--- config.mk ---
export PLATFORM = sky130hd
export DESIGN_NAME = lorp_core
export DESIGN_NICKNAME = d
export VERILOG_FILES = /design/src/lorp_pkg.sv /design/src/lorp_core.sv /design/src/lorp_shifter.sv
export VERILOG_INCLUDE_DIRS = /design/src /design/src/src
export SDC_FILE = /design/constraint.sdc
export NUM_CORES = 1
export LEC_CHECK = 0
export BUFFER_PORTS_ARGS = -buffer_cell sky130_fd_sc_hd__buf_2
export CORE_MARGIN = 3
export CORE_UTILIZATION = 35
export CTS_BUF_LIST = sky130_fd_sc_hd__clkbuf_2
export DETAILED_ROUTE_END_ITERATION = 6
export SLEW_MARGIN = 20
export SYNTH_ARGS = -nofsm -noshare
export SYNTH_HDL_FRONTEND = slang
export SYNTH_SLANG_ARGS = --single-unit
--- constraint.sdc ---
create_clock -name core_clk -period 1.7 [get_ports core_clk]
set_clock_uncertainty 0.2 [all_clocks]
set_input_delay 0.34 -clock core_clk [delete_from_list [all_inputs] [get_ports core_clk]]
set_output_delay 0.34 -clock core_clk [all_outputs]
set_load 0.01 [all_outputs]
--- src/lorp_consts.svh ---
// constants for the logical or / pack execute datapath
// assumes a 32-bit two-halfword instruction word, first halfword in [31:16]
`ifndef LORP_CONSTS_SVH
`define LORP_CONSTS_SVH
`define LORP_REG_SP 4'hd
`define LORP_REG_PC 4'hf
`define LORP_REG_NONE 4'hf
`define LORP_SH_LSL 2'h0
`define LORP_SH_LSR 2'h1
`define LORP_SH_ASR 2'h2
`define LORP_SH_ROR 2'h3
// right shifts encode a distance of 32 as zero
`define LORP_SH_MAX 6'h20
// wide and narrow encoding major pattern checks
`define LORP_W_IMM_MASK 32'hfbe08000
`define LORP_W_OR_IMM 32'hf0400000
`define LORP_W_ORC_IMM 32'hf0600000
`define LORP_W_REG_MASK 32'hffe08000
`define LORP_W_OR_REG 32'hea400000
`define LORP_W_ORC_REG 32'hea600000
`define LORP_W_PKH_MASK 32'hffe08000
`define LORP_W_PKH 32'heac00000
`define LORP_N_OR_MASK 16'hffc0
`define LORP_N_OR 16'h4300
`endif

--- src/lorp_pkg.sv ---
// types for the logical or / pack execute datapath
// assumes lorp_consts.svh is included by users needing numbers
package lorp_pkg;
    typedef enum logic [5:0] {
        LORP_OP_NONE = 6'h01,
        LORP_OP_OR = 6'h02,
        LORP_OP_ORC = 6'h04,
        LORP_OP_PACK = 6'h08,
        LORP_OP_MOVE = 6'h10,
        LORP_OP_NOT = 6'h20
    } lorp_op_t;
endpackage

--- src/lorp_core.sv ---
// execute stage for or, or-with-complement and halfword pack
// assumes decode hands one instruction per cycle with register values already read;
// the immediate expander is outside and gives the constant and its carry
`timescale 1ns/1ps
`include "lorp_consts.svh"
module lorp_core
    import lorp_pkg::*;
(
    input wire logic core_clk,
    input wire logic rst,
    input wire logic issue_valid,
    input wire logic [31:0] instr_word,
    input wire logic instr_wide,
    input wire logic condition_check_pass,
    input wire logic in_conditional_block,
    input wire logic main_extension_present,
    input wire logic signal_ext_present,
    input wire logic [31:0] first_src_value,
    input wire logic [31:0] second_src_value,
    input wire logic [31:0] expanded_imm,
    input wire logic expanded_carry,
    input wire logic [3:0] condition_flags_word,
    output logic [11:0] imm_field_out,
    output logic wr_en_ff,
    output logic [3:0] wr_addr_ff,
    output logic [31:0] wr_data_ff,
    output logic flags_en_ff,
    output logic [3:0] flags_ff,
    output logic undefined_ff,
    output logic unpredictable_ff,
    output logic redirect_ff,
    output lorp_op_t op_ff
);
    // flags word layout n z c v in bits 3..0
    function automatic logic is_sp_pc(input logic [3:0] r);
        is_sp_pc = (r == `LORP_REG_SP) || (r == `LORP_REG_PC);
    endfunction

    // fixed-bit pattern match shared by every wide encoding check
    function automatic logic is_match(input logic [31:0] w, input logic [31:0] mask, input logic [31:0] pat);
        is_match = (w & mask) == pat;
    endfunction

    logic [15:0] hw_hi;
    logic [15:0] hw_lo;
    logic [3:0] first_src_field;
    logic [3:0] second_src_field;
    logic [3:0] dest_field;
    logic [2:0] amount_high_field;
    logic [1:0] amount_low_field;
    logic [1:0] shift_kind_field;
    logic [7:0] byte_immediate_field;
    logic half_select_bit;
    logic s_bit;
    logic t_bit;
    logic hit_or_imm;
    logic hit_orc_imm;
    logic hit_or_reg;
    logic hit_orc_reg;
    logic hit_pkh;
    logic hit_narrow;
    logic [4:0] amount;
    logic [1:0] sh_kind;
    logic [5:0] sh_count;
    logic sh_thru;
    logic [31:0] sh_result;
    logic sh_carry;
    logic [31:0] result;
    logic res_carry;
    logic set_flags;
    logic undef;
    logic unpred;
    logic redirect;
    lorp_op_t op;
    logic [3:0] dest;

    assign hw_hi = instr_word[31:16];
    assign hw_lo = instr_word[15:0];
    assign first_src_field = hw_hi[3:0];
    assign second_src_field = hw_lo[3:0];
    assign dest_field = hw_lo[11:8];
    assign amount_high_field = hw_lo[14:12];
    assign amount_low_field = hw_lo[7:6];
    assign shift_kind_field = hw_lo[5:4];
    assign byte_immediate_field = hw_lo[7:0];
    assign half_select_bit = hw_lo[5];
    assign t_bit = hw_lo[4];
    assign s_bit = hw_hi[4];
    assign amount = {amount_high_field, amount_low_field};
    assign imm_field_out = {hw_hi[10], amount_high_field, byte_immediate_field};

    assign hit_or_imm = instr_wide && is_match(instr_word, `LORP_W_IMM_MASK, `LORP_W_OR_IMM);
    assign hit_orc_imm = instr_wide && is_match(instr_word, `LORP_W_IMM_MASK, `LORP_W_ORC_IMM);
    assign hit_or_reg = instr_wide && is_match(instr_word, `LORP_W_REG_MASK, `LORP_W_OR_REG);
    assign hit_orc_reg = instr_wide && is_match(instr_word, `LORP_W_REG_MASK, `LORP_W_ORC_REG);
    assign hit_pkh = instr_wide && is_match(instr_word, `LORP_W_PKH_MASK, `LORP_W_PKH);
    assign hit_narrow = !instr_wide && ((hw_lo & `LORP_N_OR_MASK) == `LORP_N_OR);

    // decode of shift kind and count
    always_comb begin
        sh_kind = shift_kind_field;
        sh_count = {1'b0, amount};
        sh_thru = 1'b0;
        if (hit_narrow) begin
            sh_kind = `LORP_SH_LSL;
            sh_count = 6'h0;
        end else if (hit_pkh) begin
            sh_kind = half_select_bit ? `LORP_SH_ASR : `LORP_SH_LSL;
            if (half_select_bit && amount == 5'h0) begin
                sh_count = `LORP_SH_MAX;
            end
        end else if (amount == 5'h0) begin
            // zero means 32 for right shifts
            if (shift_kind_field == `LORP_SH_LSR || shift_kind_field == `LORP_SH_ASR) begin
                sh_count = `LORP_SH_MAX;
            end
            // ror by zero rotates through carry
            sh_thru = (shift_kind_field == `LORP_SH_ROR);
        end
    end

    lorp_shifter u_shifter (
        .value(second_src_value),
        .kind(sh_kind),
        .count(sh_count),
        .thru_carry(sh_thru),
        .carry_in(condition_flags_word[1]),
        .result(sh_result),
        .carry_out(sh_carry)
    );

    // operation select, result and checks
    always_comb begin
        op = LORP_OP_NONE;
        result = 32'h0;
        res_carry = condition_flags_word[1];
        set_flags = 1'b0;
        undef = 1'b0;
        unpred = 1'b0;
        redirect = 1'b0;
        dest = dest_field;
        if (hit_or_imm || hit_orc_imm) begin
            if (first_src_field == `LORP_REG_NONE) begin
                // or immediate first 1111 is move
                op = hit_or_imm ? LORP_OP_MOVE : LORP_OP_NOT;
                redirect = 1'b1;
            end else if (!main_extension_present) begin
                undef = 1'b1;
            end else begin
                op = hit_or_imm ? LORP_OP_OR : LORP_OP_ORC;
                result = hit_or_imm ? (first_src_value | expanded_imm) : (first_src_value | ~expanded_imm);
                res_carry = expanded_carry;
                set_flags = s_bit;
                unpred = is_sp_pc(dest_field) || (first_src_field == `LORP_REG_SP);
            end
        end else if (hit_or_reg || hit_orc_reg) begin
            if (first_src_field == `LORP_REG_NONE) begin
                // or register first 1111 is move
                // or-complement register first 1111 is not
                op = hit_or_reg ? LORP_OP_MOVE : LORP_OP_NOT;
                redirect = 1'b1;
            end else if (!main_extension_present) begin
                undef = 1'b1;
            end else begin
                op = hit_or_reg ? LORP_OP_OR : LORP_OP_ORC;
                result = hit_or_reg ? (first_src_value | sh_result) : (first_src_value | ~sh_result);
                res_carry = sh_carry;
                set_flags = s_bit;
                unpred = is_sp_pc(dest_field) || (first_src_field == `LORP_REG_SP) ||
                         is_sp_pc(second_src_field);
            end
        end else if (hit_pkh) begin
            // s, t or missing dsp undefined
            if (s_bit || t_bit || !signal_ext_present) begin
                undef = 1'b1;
            end else begin
                op = LORP_OP_PACK;
                // low half from shifted in top variant
                result[15:0] = half_select_bit ? sh_result[15:0] : first_src_value[15:0];
                result[31:16] = half_select_bit ? first_src_value[31:16] : sh_result[31:16];
                unpred = is_sp_pc(dest_field) || is_sp_pc(first_src_field) || is_sp_pc(second_src_field);
            end
        end else if (hit_narrow) begin
            op = LORP_OP_OR;
            // shared register is source and destination
            dest = {1'b0, hw_lo[2:0]};
            result = first_src_value | second_src_value;
            res_carry = sh_carry;
            set_flags = !in_conditional_block;
        end
    end

    // unpredictable encodings are flagged and not committed; a conservative choice
    logic commit;
    assign commit = issue_valid && condition_check_pass && !undef && !unpred && !redirect &&
                    (op != LORP_OP_NONE);

    always_ff @(posedge core_clk or posedge rst) begin
        if (rst) begin
            wr_en_ff <= 1'b0;
        end else begin
            wr_en_ff <= commit;
        end
    end

    // address and data follow every cycle; only the enable says they count
    always_ff @(posedge core_clk or posedge rst) begin
        if (rst) begin
            wr_addr_ff <= 4'h0;
        end else begin
            wr_addr_ff <= dest;
        end
    end

    always_ff @(posedge core_clk or posedge rst) begin
        if (rst) begin
            wr_data_ff <= 32'h0;
        end else begin
            wr_data_ff <= result;
        end
    end

    always_ff @(posedge core_clk or posedge rst) begin
        if (rst) begin
            flags_en_ff <= 1'b0;
        end else begin
            flags_en_ff <= commit && set_flags;
        end
    end

    // overflow passes through so the flags word can be written whole
    always_ff @(posedge core_clk or posedge rst) begin
        if (rst) begin
            flags_ff <= 4'h0;
        end else begin
            flags_ff <= {result[31], result == 32'h0, res_carry, condition_flags_word[0]};
        end
    end

    always_ff @(posedge core_clk or posedge rst) begin
        if (rst) begin
            undefined_ff <= 1'b0;
        end else begin
            undefined_ff <= issue_valid && undef;
        end
    end

    always_ff @(posedge core_clk or posedge rst) begin
        if (rst) begin
            unpredictable_ff <= 1'b0;
        end else begin
            unpredictable_ff <= issue_valid && unpred;
        end
    end

    always_ff @(posedge core_clk or posedge rst) begin
        if (rst) begin
            redirect_ff <= 1'b0;
        end else begin
            redirect_ff <= issue_valid && redirect;
        end
    end

    always_ff @(posedge core_clk or posedge rst) begin
        if (rst) begin
            op_ff <= LORP_OP_NONE;
        end else begin
            op_ff <= issue_valid ? op : LORP_OP_NONE;
        end
    end
endmodule

--- src/lorp_shifter.sv ---
// immediate-count barrel shifter with carry out
// assumes a count already decoded: 0 means no shift, carry rotate flagged separately
`timescale 1ns/1ps
`include "lorp_consts.svh"
module lorp_shifter (
    input wire logic [31:0] value,
    input wire logic [1:0] kind,
    input wire logic [5:0] count,
    input wire logic thru_carry,
    input wire logic carry_in,
    output logic [31:0] result,
    output logic carry_out
);
    logic [63:0] wide;
    always_comb begin
        wide = 64'h0;
        result = value;
        carry_out = carry_in;
        if (thru_carry) begin
            result = {carry_in, value[31:1]};
            carry_out = value[0];
        end else if (count != 6'h0) begin
            case (kind)
                `LORP_SH_LSL: begin
                    wide = {32'h0, value} << count;
                    result = wide[31:0];
                    carry_out = wide[32];
                end
                `LORP_SH_LSR: begin
                    wide = {value, 32'h0} >> count;
                    result = wide[63:32];
                    carry_out = wide[31];
                end
                `LORP_SH_ASR: begin
                    wide = $signed({value, 32'h0}) >>> count;
                    result = wide[63:32];
                    carry_out = wide[31];
                end
                default: begin
                    wide = {value, value} >> count[4:0];
                    result = wide[31:0];
                    carry_out = wide[31];
                end
            endcase
        end
    end
endmodule

* Yosys cells after proc, flatten, opt, wreduce, memory -nomap -nowiden
Cells that the tools add are included.
W data, S select, Z words.
** Word-level totals
- Bits in registers :: 51
- Output and inout bits :: 63
** Cells by class
- Equality and inequality tests :: 18
- Shift-type cells :: 4
- Muxes and demuxes :: 79
- Bitwise logic cells :: 7
- Reductions and logical operators :: 38
** Operator list (number)
- $mux W32 :: 13
- $or A32 B32 Y32 :: 5
- $pmux W32 S3 :: 1
- $mux W6 :: 13
- $not A32 Y32 :: 2
- $shr A64 B5 Y32 :: 1
- $shr A64 B6 Y64 :: 1
- $sshr A64 B6 Y64 :: 1
- $eq A12 B12 Y1 const B :: 3
- $mux W1 :: 36
- $shl A32 B6 Y33 :: 1
- $logic_not A32 Y1 :: 1
- $mux W16 :: 2
- $eq A4 B4 Y1 const B :: 6
- $eq A11 B11 Y1 const B :: 2
- $mux W4 :: 5
- $logic_and A1 B1 Y1 :: 16
- $logic_or A1 B1 Y1 :: 12
- $mux W3 :: 4
- $eq A10 B9 Y1 const B :: 1
- $mux W2 :: 4
- $eq A2 B2 Y1 const B :: 3
- $logic_not A1 Y1 :: 6
- $ne A6 B1 Y1 const B :: 1
- other kinds (5) :: 6

* Depth between registers and ports, before layout
Gate-level depths: netlist (run 1).
- Depth in word-level cells :: 18
- Depth in mapped cells :: 18

* Cells and area by module
Synthesis (run 1) repeated with hierarchy kept, for this count alone.
** Unflattened totals
- Cell total of the unflattened synthesis :: 1169
- Area total of the unflattened synthesis :: 9651.8 um^2
** By module, submodules not included
- lorp_shifter :: times used 1, cells an instance 779, area each 6221.0 um^2, seq. area each 0.0 um^2
- lorp_core :: times used 1, cells an instance 390, area each 3430.8 um^2, seq. area each 1252.5 um^2

* Worst setup path before layout (run 1)
OpenSTA, ideal clock, no wires.
- Path kind :: input -> register
- Start point :: input instr_word[15]
- End point :: register flags_ff[2]
- Library setup time :: 95 ps
- Arrival :: 3685 ps
- Data required time :: 1405 ps
- Path slack :: -2280 ps
- Stages :: 11
- Buffers on the path :: 1
- Cells stage by stage :: or3b_4 -> nor4_4 -> buf_4 -> mux2i_1 -> o21ai_0 -> o311ai_1 -> o21ai_1 -> or4_1 -> a311o_1 -> or4_1 -> nor4b_2
** Between the ends
- Cells in the longest elaborated chain, start to end :: 16
- Elaborated cells between the ends (all ways) :: 48
- Classes of those cells :: 8 x eq/ne; 4 x shift; 22 x mux; 3 x bitwise; 11 x reduce/logical
** Ends and longest elaborated chain
- start: declaration :: RTL line lorp_core.sv:12 : input wire logic [31:0] instr_word,
- $eq A12 B12 Y1 :: RTL line lorp_core.sv:41 : is_match = (w & mask) == pat;
- $logic_and A1 B1 Y1 :: RTL line lorp_core.sv:96 : assign hit_pkh = instr_wide && is_match(instr_word, `LORP_W_PKH_MASK, `LORP_W_PKH);
- $mux W6 / $mux W2 (equally long branches) :: RTL line lorp_core.sv:107 : end else if (hit_pkh) begin
- $mux W6 / $mux W2 (equally long branches) :: RTL line lorp_core.sv:104 : if (hit_narrow) begin
- $sshr A64 B6 Y64, or another cell as far along :: RTL line lorp_shifter.sv:35 : wide = $signed({value, 32'h0}) >>> count;
- $pmux W32 S3 :: RTL line lorp_shifter.sv:23 : case (kind)
- $mux W32 :: RTL line lorp_shifter.sv:22 : end else if (count != 6'h0) begin
- $mux W32 :: RTL line lorp_shifter.sv:19 : if (thru_carry) begin
- $not A32 Y32 :: RTL line lorp_core.sv:166 : result = hit_or_reg ? (first_src_value | sh_result) : (first_src_value | ~sh_result);
- $or A32 B32 Y32 :: RTL line lorp_core.sv:166
- $mux W32 :: RTL line lorp_core.sv:166
- $mux W32 :: RTL line lorp_core.sv:162 : end else if (!main_extension_present) begin
- $mux W32 :: RTL line lorp_core.sv:157 : if (first_src_field == `LORP_REG_NONE) begin
- $mux W32 :: RTL line lorp_core.sv:156 : end else if (hit_or_reg || hit_orc_reg) begin
- $mux W32 (*) :: RTL line lorp_core.sv:142 : if (hit_or_imm || hit_orc_imm) begin
- net result[30] :: RTL line lorp_core.sv:68 : logic [31:0] result;
- $logic_not A32 Y1 (*) :: RTL line lorp_core.sv:236 : flags_ff <= {result[31], result == 32'h0, res_carry, condition_flags_word[0]};
- end signal: assignment :: RTL line lorp_core.sv:236
- end: declaration :: RTL line lorp_core.sv:28 : output logic [3:0] flags_ff,
The timed path passes the listed nets; every way through them passes the cells marked *.

* Worst setup path after layout (run 1)
- Start point :: input instr_word[13]
- End point :: register flags_ff[2]
** Between the ends
- Cells in the longest elaborated chain, start to end :: 17
- Elaborated cells between the ends (all ways) :: 38
- Classes of those cells :: 3 x eq/ne; 4 x shift; 22 x mux; 3 x bitwise; 6 x reduce/logical
** Ends and longest elaborated chain
- $logic_not A5 Y1 :: RTL line lorp_core.sv:109, lorp_core.sv:112
- $logic_and A1 B1 Y1 :: RTL line lorp_core.sv:109 : if (half_select_bit && amount == 5'h0) begin
- $mux W6 :: RTL line lorp_core.sv:109
- $mux W6 :: RTL line lorp_core.sv:107
- $mux W6 :: RTL line lorp_core.sv:104
- $sshr A64 B6 Y64, or another cell as far along :: RTL line lorp_shifter.sv:35
- $pmux W32 S3 :: RTL line lorp_shifter.sv:23
- $mux W32 :: RTL line lorp_shifter.sv:22
- $mux W32 :: RTL line lorp_shifter.sv:19
- $not A32 Y32 :: RTL line lorp_core.sv:166
- $or A32 B32 Y32 :: RTL line lorp_core.sv:166
- $mux W32 :: RTL line lorp_core.sv:166
- $mux W32 :: RTL line lorp_core.sv:162
- $mux W32 :: RTL line lorp_core.sv:157
- $mux W32 (*) :: RTL line lorp_core.sv:156
- $mux W32 (*) :: RTL line lorp_core.sv:142
- $logic_not A32 Y1 (*) :: RTL line lorp_core.sv:236
Mark *: on every way between the ends. The rest lies on a longest branch, timed or not.

==> flow_summary.toml, run 1 <==
[cts]
cts_tree = "done"
cts_root_buf = "clkbuf_2"
h-tree-depth = 2
ctsHoldBuffers = 19
cts_inserted_buffers = 5
clk_pin_slew_ns = 0.30
clock_sinks = 50
cts_buffer_depth = 2

[status]
status = "finished, violations left"
violations = "negative hold slack, negative setup slack"

[sta]
fin_ws_ns = -2.010
min_period_over_period_pct = 218.2
drv_slew = 0
fmax_mhz = 269.6
period_minus_slack_ns = 3.710
rsz0062_at_grt = "yes"
worstMarginPinSlew_ns = 0.5821
whs_ns = -0.05500
slew_headroom_pct = 60.08
tns_ns = -46.87
final-setup-viol-count = 43
finalHoldViolCount = 5

[yosys]
seq_area_frac_synth_pct = 11.18
postSynthAreaPerCell_um2 = 7.993
ys_ff_latch = 50
synth_warnings = 0
netlist-cell-type-count = 92
synthesis.nets = 1543
syn_inst = 1401
yosysTopAreaCell = "mux4_2"
synth_edf_count = 0
synthTopCellsByCount = "120 x nand2_1, 108 x mux2i_1, 100 x clkbuf_1"
yosysMostFrequentCell = "nand2_1"
synth.top_cell.area_share_pct = 15.49
synth_area_leaders = "mux4_2 15%, dfrtp_1 11%, mux2i_1 9.7%, a21oi_1 4.1%, mux2_2 4.0%"
synth-async-reset-ratio_pct = 100.0
synth_flop_cell = "dfrtp_1"
netlist_area_um2 = 11200

[routing]
wl_per_cell_um = 30.95
routed_wl_um = 80820
remaining_drc_errors = 0
first_pass_iters = 7
vias_per_cell = 6.697
drt-initial-drc-count = 2371
num_vias = 17490
drtAntennaViolNets = 0

[min_path]
hp-class = "input pin to register"
worstHoldPathCells = 5
worstHoldEndpoint = "wr_data_ff[1]"
min-delay-start = "first_src_value[1]"

[global_route]
grt_usage_pct = 44.14
grt_pass1_vias = 16450
grt_antenna_before_repair = 2
grt_first_pass_wirelength_um = 111200
grt_max_degree = 51
global_route.overflow_total = 0

[worst_setup_path]
arrival_ns = 3.99
slowest_stage = "or4_4"
crit_fanout = 10
crit_type = "input pin to register"
crit_path_max_incr_delay_ns = 0.60
required_ns = 1.98
critPathMostFrequentCell = "buf_6"
cp-start-kind = "input pin"
cp_cell_sequence = "buf_6, or4_4, buf_12, o31ai_4, buf_6, buf_6, nand3_1, o311a_1, a31oi_4, mux2i_4, nand4_1, or4_4, nor4b_4"
cp-end-kind = "register"

[cells_and_area]
final_area_um2 = 21340
drive_above_1_share_pct = 62.96
fin_util_pct = 68.70
final_cell_count_no_fill = 2611
final_nets = 2352
num-fill-cells = 2475
syn_to_final_growth_pct = 90.60

[floorplan]
dieHeight_um = 184.9
die_w_um = 184.9
rows = 64
start_util_pct = 36.04
io_pins = 204
core_um2 = 31070
die_area_um2 = 34180

[pwr]
power_density_nw_per_um2 = 373.1
power.leakage_nw = 9.571
peakVddDrop_v = 0.0003769
power.total_mw = 7.962

[placement]
place_congestion = 1.122
dp_slack_ns = -2.864
io_buffers = 201
dp_hpwl_um = 61260
placed_cells_incl_taps = 2459
placed_area_um2 = 17220

[flow_run]
max_cap_viol_count = 0
## cell usage in the layout, fill, tap and decap left out, drive strengths merged, types with 21 or more instances in the layout
cell    netlist  final
mux2         40     41
a31oi        21     21
xnor2        26     26
and2         25     25
dfrtp        49     49
o221ai       22     22
buf          76    950
o21ai        83     83
nor2         97     97
nor3         36     36
a21oi        91     91
mux2i       109    109
nand2       120    120
o22ai        31     31
mux4         77     77
a22oi        27     27
nand3        35     35
## worst max-delay path, delay by kind of cell
kind,cells,cell delay (ns)
mux,1,0.32
simple gates,5,1.75
buf+inv,4,0.66
compound gates,3,0.92
## power breakdown
| group | switching (mW) | internal [mW] |
|---|---|---|
| clock | 0.448 | 0.253 |
| sequential | 0.00650 | 1.21 |
| combinational | 3.16 | 2.89 |
| total | 3.61 | 4.35 |
## worst max path at each step
stage                              to           start  slack (ns)
after floorplan           flags_ff[2]  instr_word[15]       -2.08
after global placement    flags_ff[2]   instr_word[7]       -2.85
after detailed placement  flags_ff[2]   instr_word[7]       -2.86
after CTS                 flags_ff[2]  instr_word[15]       -1.99
after global routing      flags_ff[2]  instr_word[13]       -2.05
final                     flags_ff[2]  instr_word[13]       -2.01
## routing by layer
layer  vias to the layer above  global-route usage [%]  share of wire, %
li1                       7132                       -                 -
met1                      8536                   59.86                38
met2                      1466                   66.98                42
met3                       350                   12.16                13
met4                         2                   16.96               6.1
met5                         -                       0             0.019
## registers in the layout, indices dropped and copies added (netlist names)
register,flops
flags_en_ff,1
flags_ff,4
op_ff,6
redirect_ff,1
undefined_ff,1
unpredictable_ff,1
wr_addr_ff,4
wr_data_ff,31
wr_en_ff,1
## logic make-up (layout without fill, tap and decap cells)
family          count (synthesis)  count (layout)  share of synthesized area [%]
compound gates                464             464                          29.03
xor+xnor                       46              46                          3.598
fa+ha+maj                       1               1                         0.1117
buf+inv                       189             998                          7.732
flops                          50              50                          11.18
mux                           226             227                          29.28
other cells                     0               4                              0
simple gates                  425             425                          19.06
## final cells by class
class                           count  area [um2]  share of cell area, %
Antenna cell                        4       10.01                0.04690
Clock buffer                        6       30.03                 0.1407
Clock inverter                      2       37.54                 0.1759
Inverter                           13       53.80                 0.2521
Multi-Input combinational cell   1163       11300                  52.92
Sequential cell                    50        1252                  5.868
Tap cell                          396       495.5                  2.321
Timing Repair Buffer              977        8169                  38.27
## timing repair
action | in CTS | in global routing
pin swaps | 100 | 121
gates resized for setup | 322 | 252
gates cloned | 9 | 3
endpoints found under the setup margin | 41 | 45
endpoints found under the hold margin | 76 | 6
setup buffers | 68 | 81
No activity file was read; power rests on OpenSTA's default activity.
==> run 2: changes to the inputs <==
--- a/config.mk
+++ b/config.mk
@@ -6,7 +6,7 @@
 export SDC_FILE = /design/constraint.sdc
 export NUM_CORES = 1
 export LEC_CHECK = 0
-export BUFFER_PORTS_ARGS = -buffer_cell sky130_fd_sc_hd__buf_2
+export BUFFER_PORTS_ARGS = -buffer_cell sky130_fd_sc_hd__buf_4
 export CORE_MARGIN = 3
 export CORE_UTILIZATION = 35
 export CTS_BUF_LIST = sky130_fd_sc_hd__clkbuf_2
==> constraint.sdc (replaced) <==
create_clock -name core_clk -period 1.7 [get_ports core_clk]
set_clock_uncertainty 0.2 [all_clocks]
set_input_delay 0.34 -clock core_clk [delete_from_list [all_inputs] [get_ports core_clk]]
set_output_delay 0.34 -clock core_clk [all_outputs]
set_load 0.05 [all_outputs]
==> flow_summary.toml, run 2 (synthesized netlist as in run 1, its figures left out) <==
[cts]
cts_inserted_buffers = 5
clk_pin_slew_ns = 0.29
h-tree-depth = 2
cts_tree = "done"
cts_buffer_depth = 2
clock_sinks = 50
cts_root_buf = "clkbuf_2"

[placement]
dp_hpwl_um = 62110
place_congestion = 1.147
io_buffers = 201

[worst_setup_path]
slowest_stage = "or4_4"
required_ns = 1.97
arrival_ns = 4.14
crit_type = "input pin to register"
cp-end-kind = "register"
cp_cell_sequence = "buf_6, or3b_4, o41a_1, buf_6, o21ai_4, buf_6, nand3_1, o221ai_2, a221oi_2, or4_1, a31o_1, or3_1, or4_4, nor4b_2"
crit_cells = 14
cp-start-kind = "input pin"
critPathMostFrequentCell = "buf_6"
crit_path_max_incr_delay_ns = 0.54
crit_fanout = 5
path_buf_inv = 3
crit_family = "simple AND/OR/NAND/NOR gates"

[global_route]
grt_usage_pct = 44.73
grt_pass1_vias = 16530
global_route.overflow_total = 0
grt_antenna_before_repair = 1
grt_max_degree = 40
grt_first_pass_wirelength_um = 112500

[floorplan]
die_area_um2 = 34180
die_w_um = 184.9
start_util_pct = 36.04
core_um2 = 31070
dieHeight_um = 184.9
io_pins = 204
rows = 64

[pwr]
power.leakage_nw = 9.354
peakVddDrop_v = 0.0003366
power_density_nw_per_um2 = 376.9
power.total_mw = 8.015

[cells_and_area]
regMostFlops = "wr_data_ff"
largest_reg_flops = 31
drive_above_1_share_pct = 61.71
mostFrequentLayoutCell = "buf_4"
antennaDiodeCount = 0
final_nets = 2314
most-common-layout-cells = "721 x buf_4, 147 x buf_6, 98 x nand2_1"
largest_registers = "wr_data_ff x31, op_ff x6"
syn_to_final_growth_pct = 89.93

[routing]
first_pass_iters = 7
routed_wl_um = 80900
drtAntennaViolNets = 0
num_vias = 17160
vias_per_cell = 6.678
wl_per_cell_um = 31.49
drt-initial-drc-count = 2650
remaining_drc_errors = 0

[status]
status = "finished, violations left"
violations = "negative hold slack, negative setup slack"

[sta]
whs_ns = -0.1261
fmax_mhz = 258.4
fin_ws_ns = -2.170
rsz0062_at_grt = "yes"
min_period_over_period_pct = 227.6
slew_headroom_pct = 40.56
drv_slew = 0
finalHoldViolCount = 8
final-setup-viol-count = 40
period_minus_slack_ns = 3.870
worstMarginPinSlew_ns = 0.8847

[flow_run]
max_cap_viol_count = 0

[min_path]
worstHoldPathCells = 3
hp-class = "input pin to register"
run 2: path summary, 6_finish.rpt:
check,from,to,slack (ns)
worst max-delay path,instr_word[24],flags_ff[2],-2.17
worst min-delay path,first_src_value[18],wr_data_ff[18],-0.13
max in group asynchronous,rst,wr_data_ff[8],0.61
min in group asynchronous,rst,redirect_ff,0.12
run 2: routing by layer:
layer / GRT usage (%) / vias up / routed length (um)
met2: 66.70 / 1419 / 34430
met1: 59.52 / 8363 / 30440
met4: 15.94 / 2 / 4340
met3: 16.54 / 328 / 11670
li1: - / 7044 / -
met5: 0 / - / 13
run 2: power by group:
part	internal [mW]	leakage [nW]	switching [mW]	total (mW)
combinational	2.84	8.64	3.24	6.08
sequential	1.21	0.677	0.0121	1.23
clock	0.253	0.0392	0.457	0.710
total	4.31	9.35	3.70	8.02
run 2: stage by stage:
step	cells	util [%]	setup WS [ns]	cell area (um2)	setup TNS, ns
after floorplan	1401	-	-2.077	11670	-50.57
after CTS	2532	64.56	-2.048	20060	-44.96
after global placement	2434	56.08	-2.980	17430	-80.81
after global routing	2569	68.46	-2.170	21270	-49.79
final	2569	68.46	-2.170	21270	-48.44
after detailed placement	2434	56.08	-2.955	17430	-82.05
run 2: layout make-up:
cell class	instances	area [um2]
Sequential cell	50	1252
Timing Repair Buffer	940	8249
Multi-Input combinational cell	1162	11150
Tap cell	396	495.5
Inverter	13	52.55
Clock inverter	2	37.54
Fill cell	2444	9801
Clock buffer	6	30.03
run 2: what timing repair did:
action                                  4_1_cts  5_1_grt
buffers inserted                             79       51
endpoints found under the setup margin       66       84
endpoints found under the hold margin        76       14
pin swaps                                    96       95
resized for setup                           377      202
hold buffers                                 18        2
cloned                                        2        1
==> run 3: changes to the inputs <==
--- a/config.mk
+++ b/config.mk
@@ -14,4 +14,5 @@
 export SLEW_MARGIN = 20
 export SYNTH_ARGS = -nofsm -noshare
 export SYNTH_HDL_FRONTEND = slang
+export SYNTH_HIERARCHICAL = 1
 export SYNTH_SLANG_ARGS = --single-unit
==> flow_summary.toml, run 3 <==
[routing]
dr.max_layer_used = "met4"
first_pass_iters = 5
wl_met1_um = 25660
wl_met2_um = 27480
drtAntennaViolNets = 0
vias_per_cell = 6.365
routed_wl_um = 62750
wl_per_cell_um = 29.94
drt-initial-drc-count = 1946
remaining_drc_errors = 0
wl_met3_um = 6767
num_vias = 13340

[sta]
min_period_over_period_pct = 266.8
fin_ws_ns = -2.835
finalHoldViolCount = 1
whs_ns = -0.01272
rsz0062_at_grt = "yes"
slew_headroom_pct = 21.93
drv_slew = 0
final-setup-viol-count = 43
period_minus_slack_ns = 4.535
worstMarginPinSlew_ns = 1.161
fmax_mhz = 220.5
tns_ns = -66.98

[floorplan]
dieHeight_um = 172.1
die_area_um2 = 29600
io_pins = 204
core_um2 = 27030
start_util_pct = 35.71
die_w_um = 172.1
rows = 60

[cts]
cts_buffer_depth = 2
ctsHoldBuffers = 16
cts_inserted_buffers = 5
cts_root_buf = "clkbuf_2"
h-tree-depth = 2
clock_sinks = 50
cts_tree = "done"
clk_pin_slew_ns = 0.24

[cells_and_area]
largest_reg_flops = 31
largest_registers = "wr_data_ff x31, op_ff x6"
regMostFlops = "wr_data_ff"
fin_util_pct = 60.24
drive_above_1_share_pct = 56.73
final_area_um2 = 16280
most-common-layout-cells = "630 x buf_4, 95 x nand2_1, 74 x nor2_1"
final_nets = 1895
final_cell_count_no_fill = 2096
mostFrequentLayoutCell = "buf_4"
syn_to_final_growth_pct = 68.67

[pwr]
p_int_mw = 3.607
power_density_nw_per_um2 = 396.7
p_switching_mw = 2.851
clkPwrFrac_pct = 10.5
p_sw_share_pct = 44.15
p_seq_share_pct = 18.7
p_comb_share_pct = 70.9
peakVddDrop_v = 0.0003384
power.leakage_nw = 7.358

[worst_setup_path]
crit_type = "input pin to register"
crit_fanout = 5
cp_cell_sequence = "buf_6, or2b_1, or4_4, mux2i_1, nor3_2, buf_12, or4b_4, buf_6, o22ai_2, o21ai_1, o2111ai_2, o311a_4, a21oi_2, or2_4, a222oi_1, nand2_1, nor4_2, nand4_1, nor4_2"
crit_path_max_incr_delay_ns = 0.63
cp-start-kind = "input pin"
required_ns = 1.91
cp-end-kind = "register"
slowest_stage = "a222oi_1"
arrival_ns = 4.75

[min_path]
worstHoldPathCells = 3
worstHoldEndpoint = "wr_data_ff[19]"
min-delay-start = "first_src_value[19]"
hp-class = "input pin to register"

[yosys]
synth_flop_cell = "dfrtp_1"
synthesis.nets = 1311
netlist-cell-type-count = 87
yosysTopAreaCell = "mux4_2"
syn_inst = 1169
synth_warnings = 6
ys_ff_latch = 50
yosysMostFrequentCell = "nand2_1"
synth_edf_count = 0
synthTopCellsByCount = "103 x nand2_1, 85 x nor2_1, 83 x o21ai_0"
seq_area_frac_synth_pct = 12.98
postSynthAreaPerCell_um2 = 8.256
synth.top_cell.area_share_pct = 16.10
netlist_area_um2 = 9652
synth_area_leaders = "mux4_2 16%, dfrtp_1 13%, mux2i_1 7.6%, mux2_2 6.4%, o21ai_0 4.3%"
synth-async-reset-ratio_pct = 100.0

[status]
violations = "negative hold slack, negative setup slack"
status = "finished, violations left"

[global_route]
grt_first_pass_wirelength_um = 88020
grt_usage_pct = 40.59
grt_max_degree = 76
grt_antenna_before_repair = 0
global_route.overflow_total = 0
grt_pass1_vias = 13020

[placement]
place_congestion = 1.061
dp_hpwl_um = 51060
io_buffers = 201
placed_cells_incl_taps = 2033
placed_area_um2 = 14750

[flow_run]
max_cap_viol_count = 0
[run 3: cell count changes after synthesis, moves of 11 or more]
cell      before  now
mux2i_1      108   73
a21oi_1       91   50
clkbuf_1     100   79
mux2_2        40   55
nor3_1        35   22
o22ai_1       31   14
nor2_1        97   85
and2_1        24   13
nand2_1      120  103
[run 3: worst max path at each step]
| stage | from | to | slack, ns | depth (start not counted) |
|---|---|---|---|---|
| floorplan | instr_word[21] | flags_ff[2] | -2.52 | 20 |
| global placement | instr_word[21] | flags_ff[2] | -3.79 | 18 |
| detailed placement | instr_word[21] | flags_ff[2] | -3.68 | 18 |
| CTS | instr_word[21] | flags_ff[2] | -2.61 | 19 |
| global route | instr_word[21] | flags_ff[2] | -2.85 | 19 |
| finish | instr_word[21] | flags_ff[2] | -2.84 | 19 |
[run 3: critical path: cells and delay by family]
kind                   cells  cell delay, ns
and+or+nand+nor            9            2.43
AOI/OAI and AO/OA          6            1.32
buffers and inverters      3            0.39
muxes                      1            0.24
[run 3: logic make-up (layout without fill, tap and decap cells)]
group                      after synthesis  count (layout)  synth area share [%]
xor gates and xnor gates                34              34                 3.085
and+or+nand+nor                        363             363                 19.24
DFF                                     50              50                 12.98
muxes                                  200             200                 30.62
AOI/OAI and AO/OA                      365             365                 25.82
other                                    0               1                     0
buffers and inverters                  156             741                 8.128
adders and majority gates                1               1                0.1296
[run 3: what timing repair did]
item                                    CTS  global route
gates resized for setup                 176            35
hold endpoints to repair                 68             3
gates cloned                              0             3
buffers inserted                         33             8
endpoints found under the setup margin   45            50
pin swaps                                63            20
[run 3: layer usage]
metal,global-route usage (%),vias up
li1,-,5710
met1,57.76,6585
met2,61.52,896
met3,7.842,150
met4,14.30,0
met5,0,-
[run 3: area by class of cell]
class / count / area, um2
diodes: 1 / 2.502
repair buffers: 721 / 6042
multi-input cells: 963 / 8441
clock inverters: 1 / 30.03
clock buffers: 7 / 35.03
fillers: 2398 / 10750
inverters: 12 / 48.80
well taps: 341 / 426.7
flip-flops and latches: 50 / 1254
[run 3: stage by stage]
step / power, mW / worst slack [ns]
global route: 6.642 / -2.845
detailed placement: 5.262 / -3.682
global placement: 5.267 / -3.788
finish: 6.458 / -2.835
CTS: 6.243 / -2.612
floorplan: 3.131 / -2.523
[run 3: power groups by stage]
stage | Combinational [mW] | Sequential, mW | Clock (mW)
after floorplan | 1.88 | 1.26 | 0
after global placement | 4.04 | 1.22 | 0
after detailed placement | 4.04 | 1.22 | 0
after CTS | 4.37 | 1.20 | 0.669
after global routing | 4.71 | 1.21 | 0.724
final | 4.58 | 1.20 | 0.675
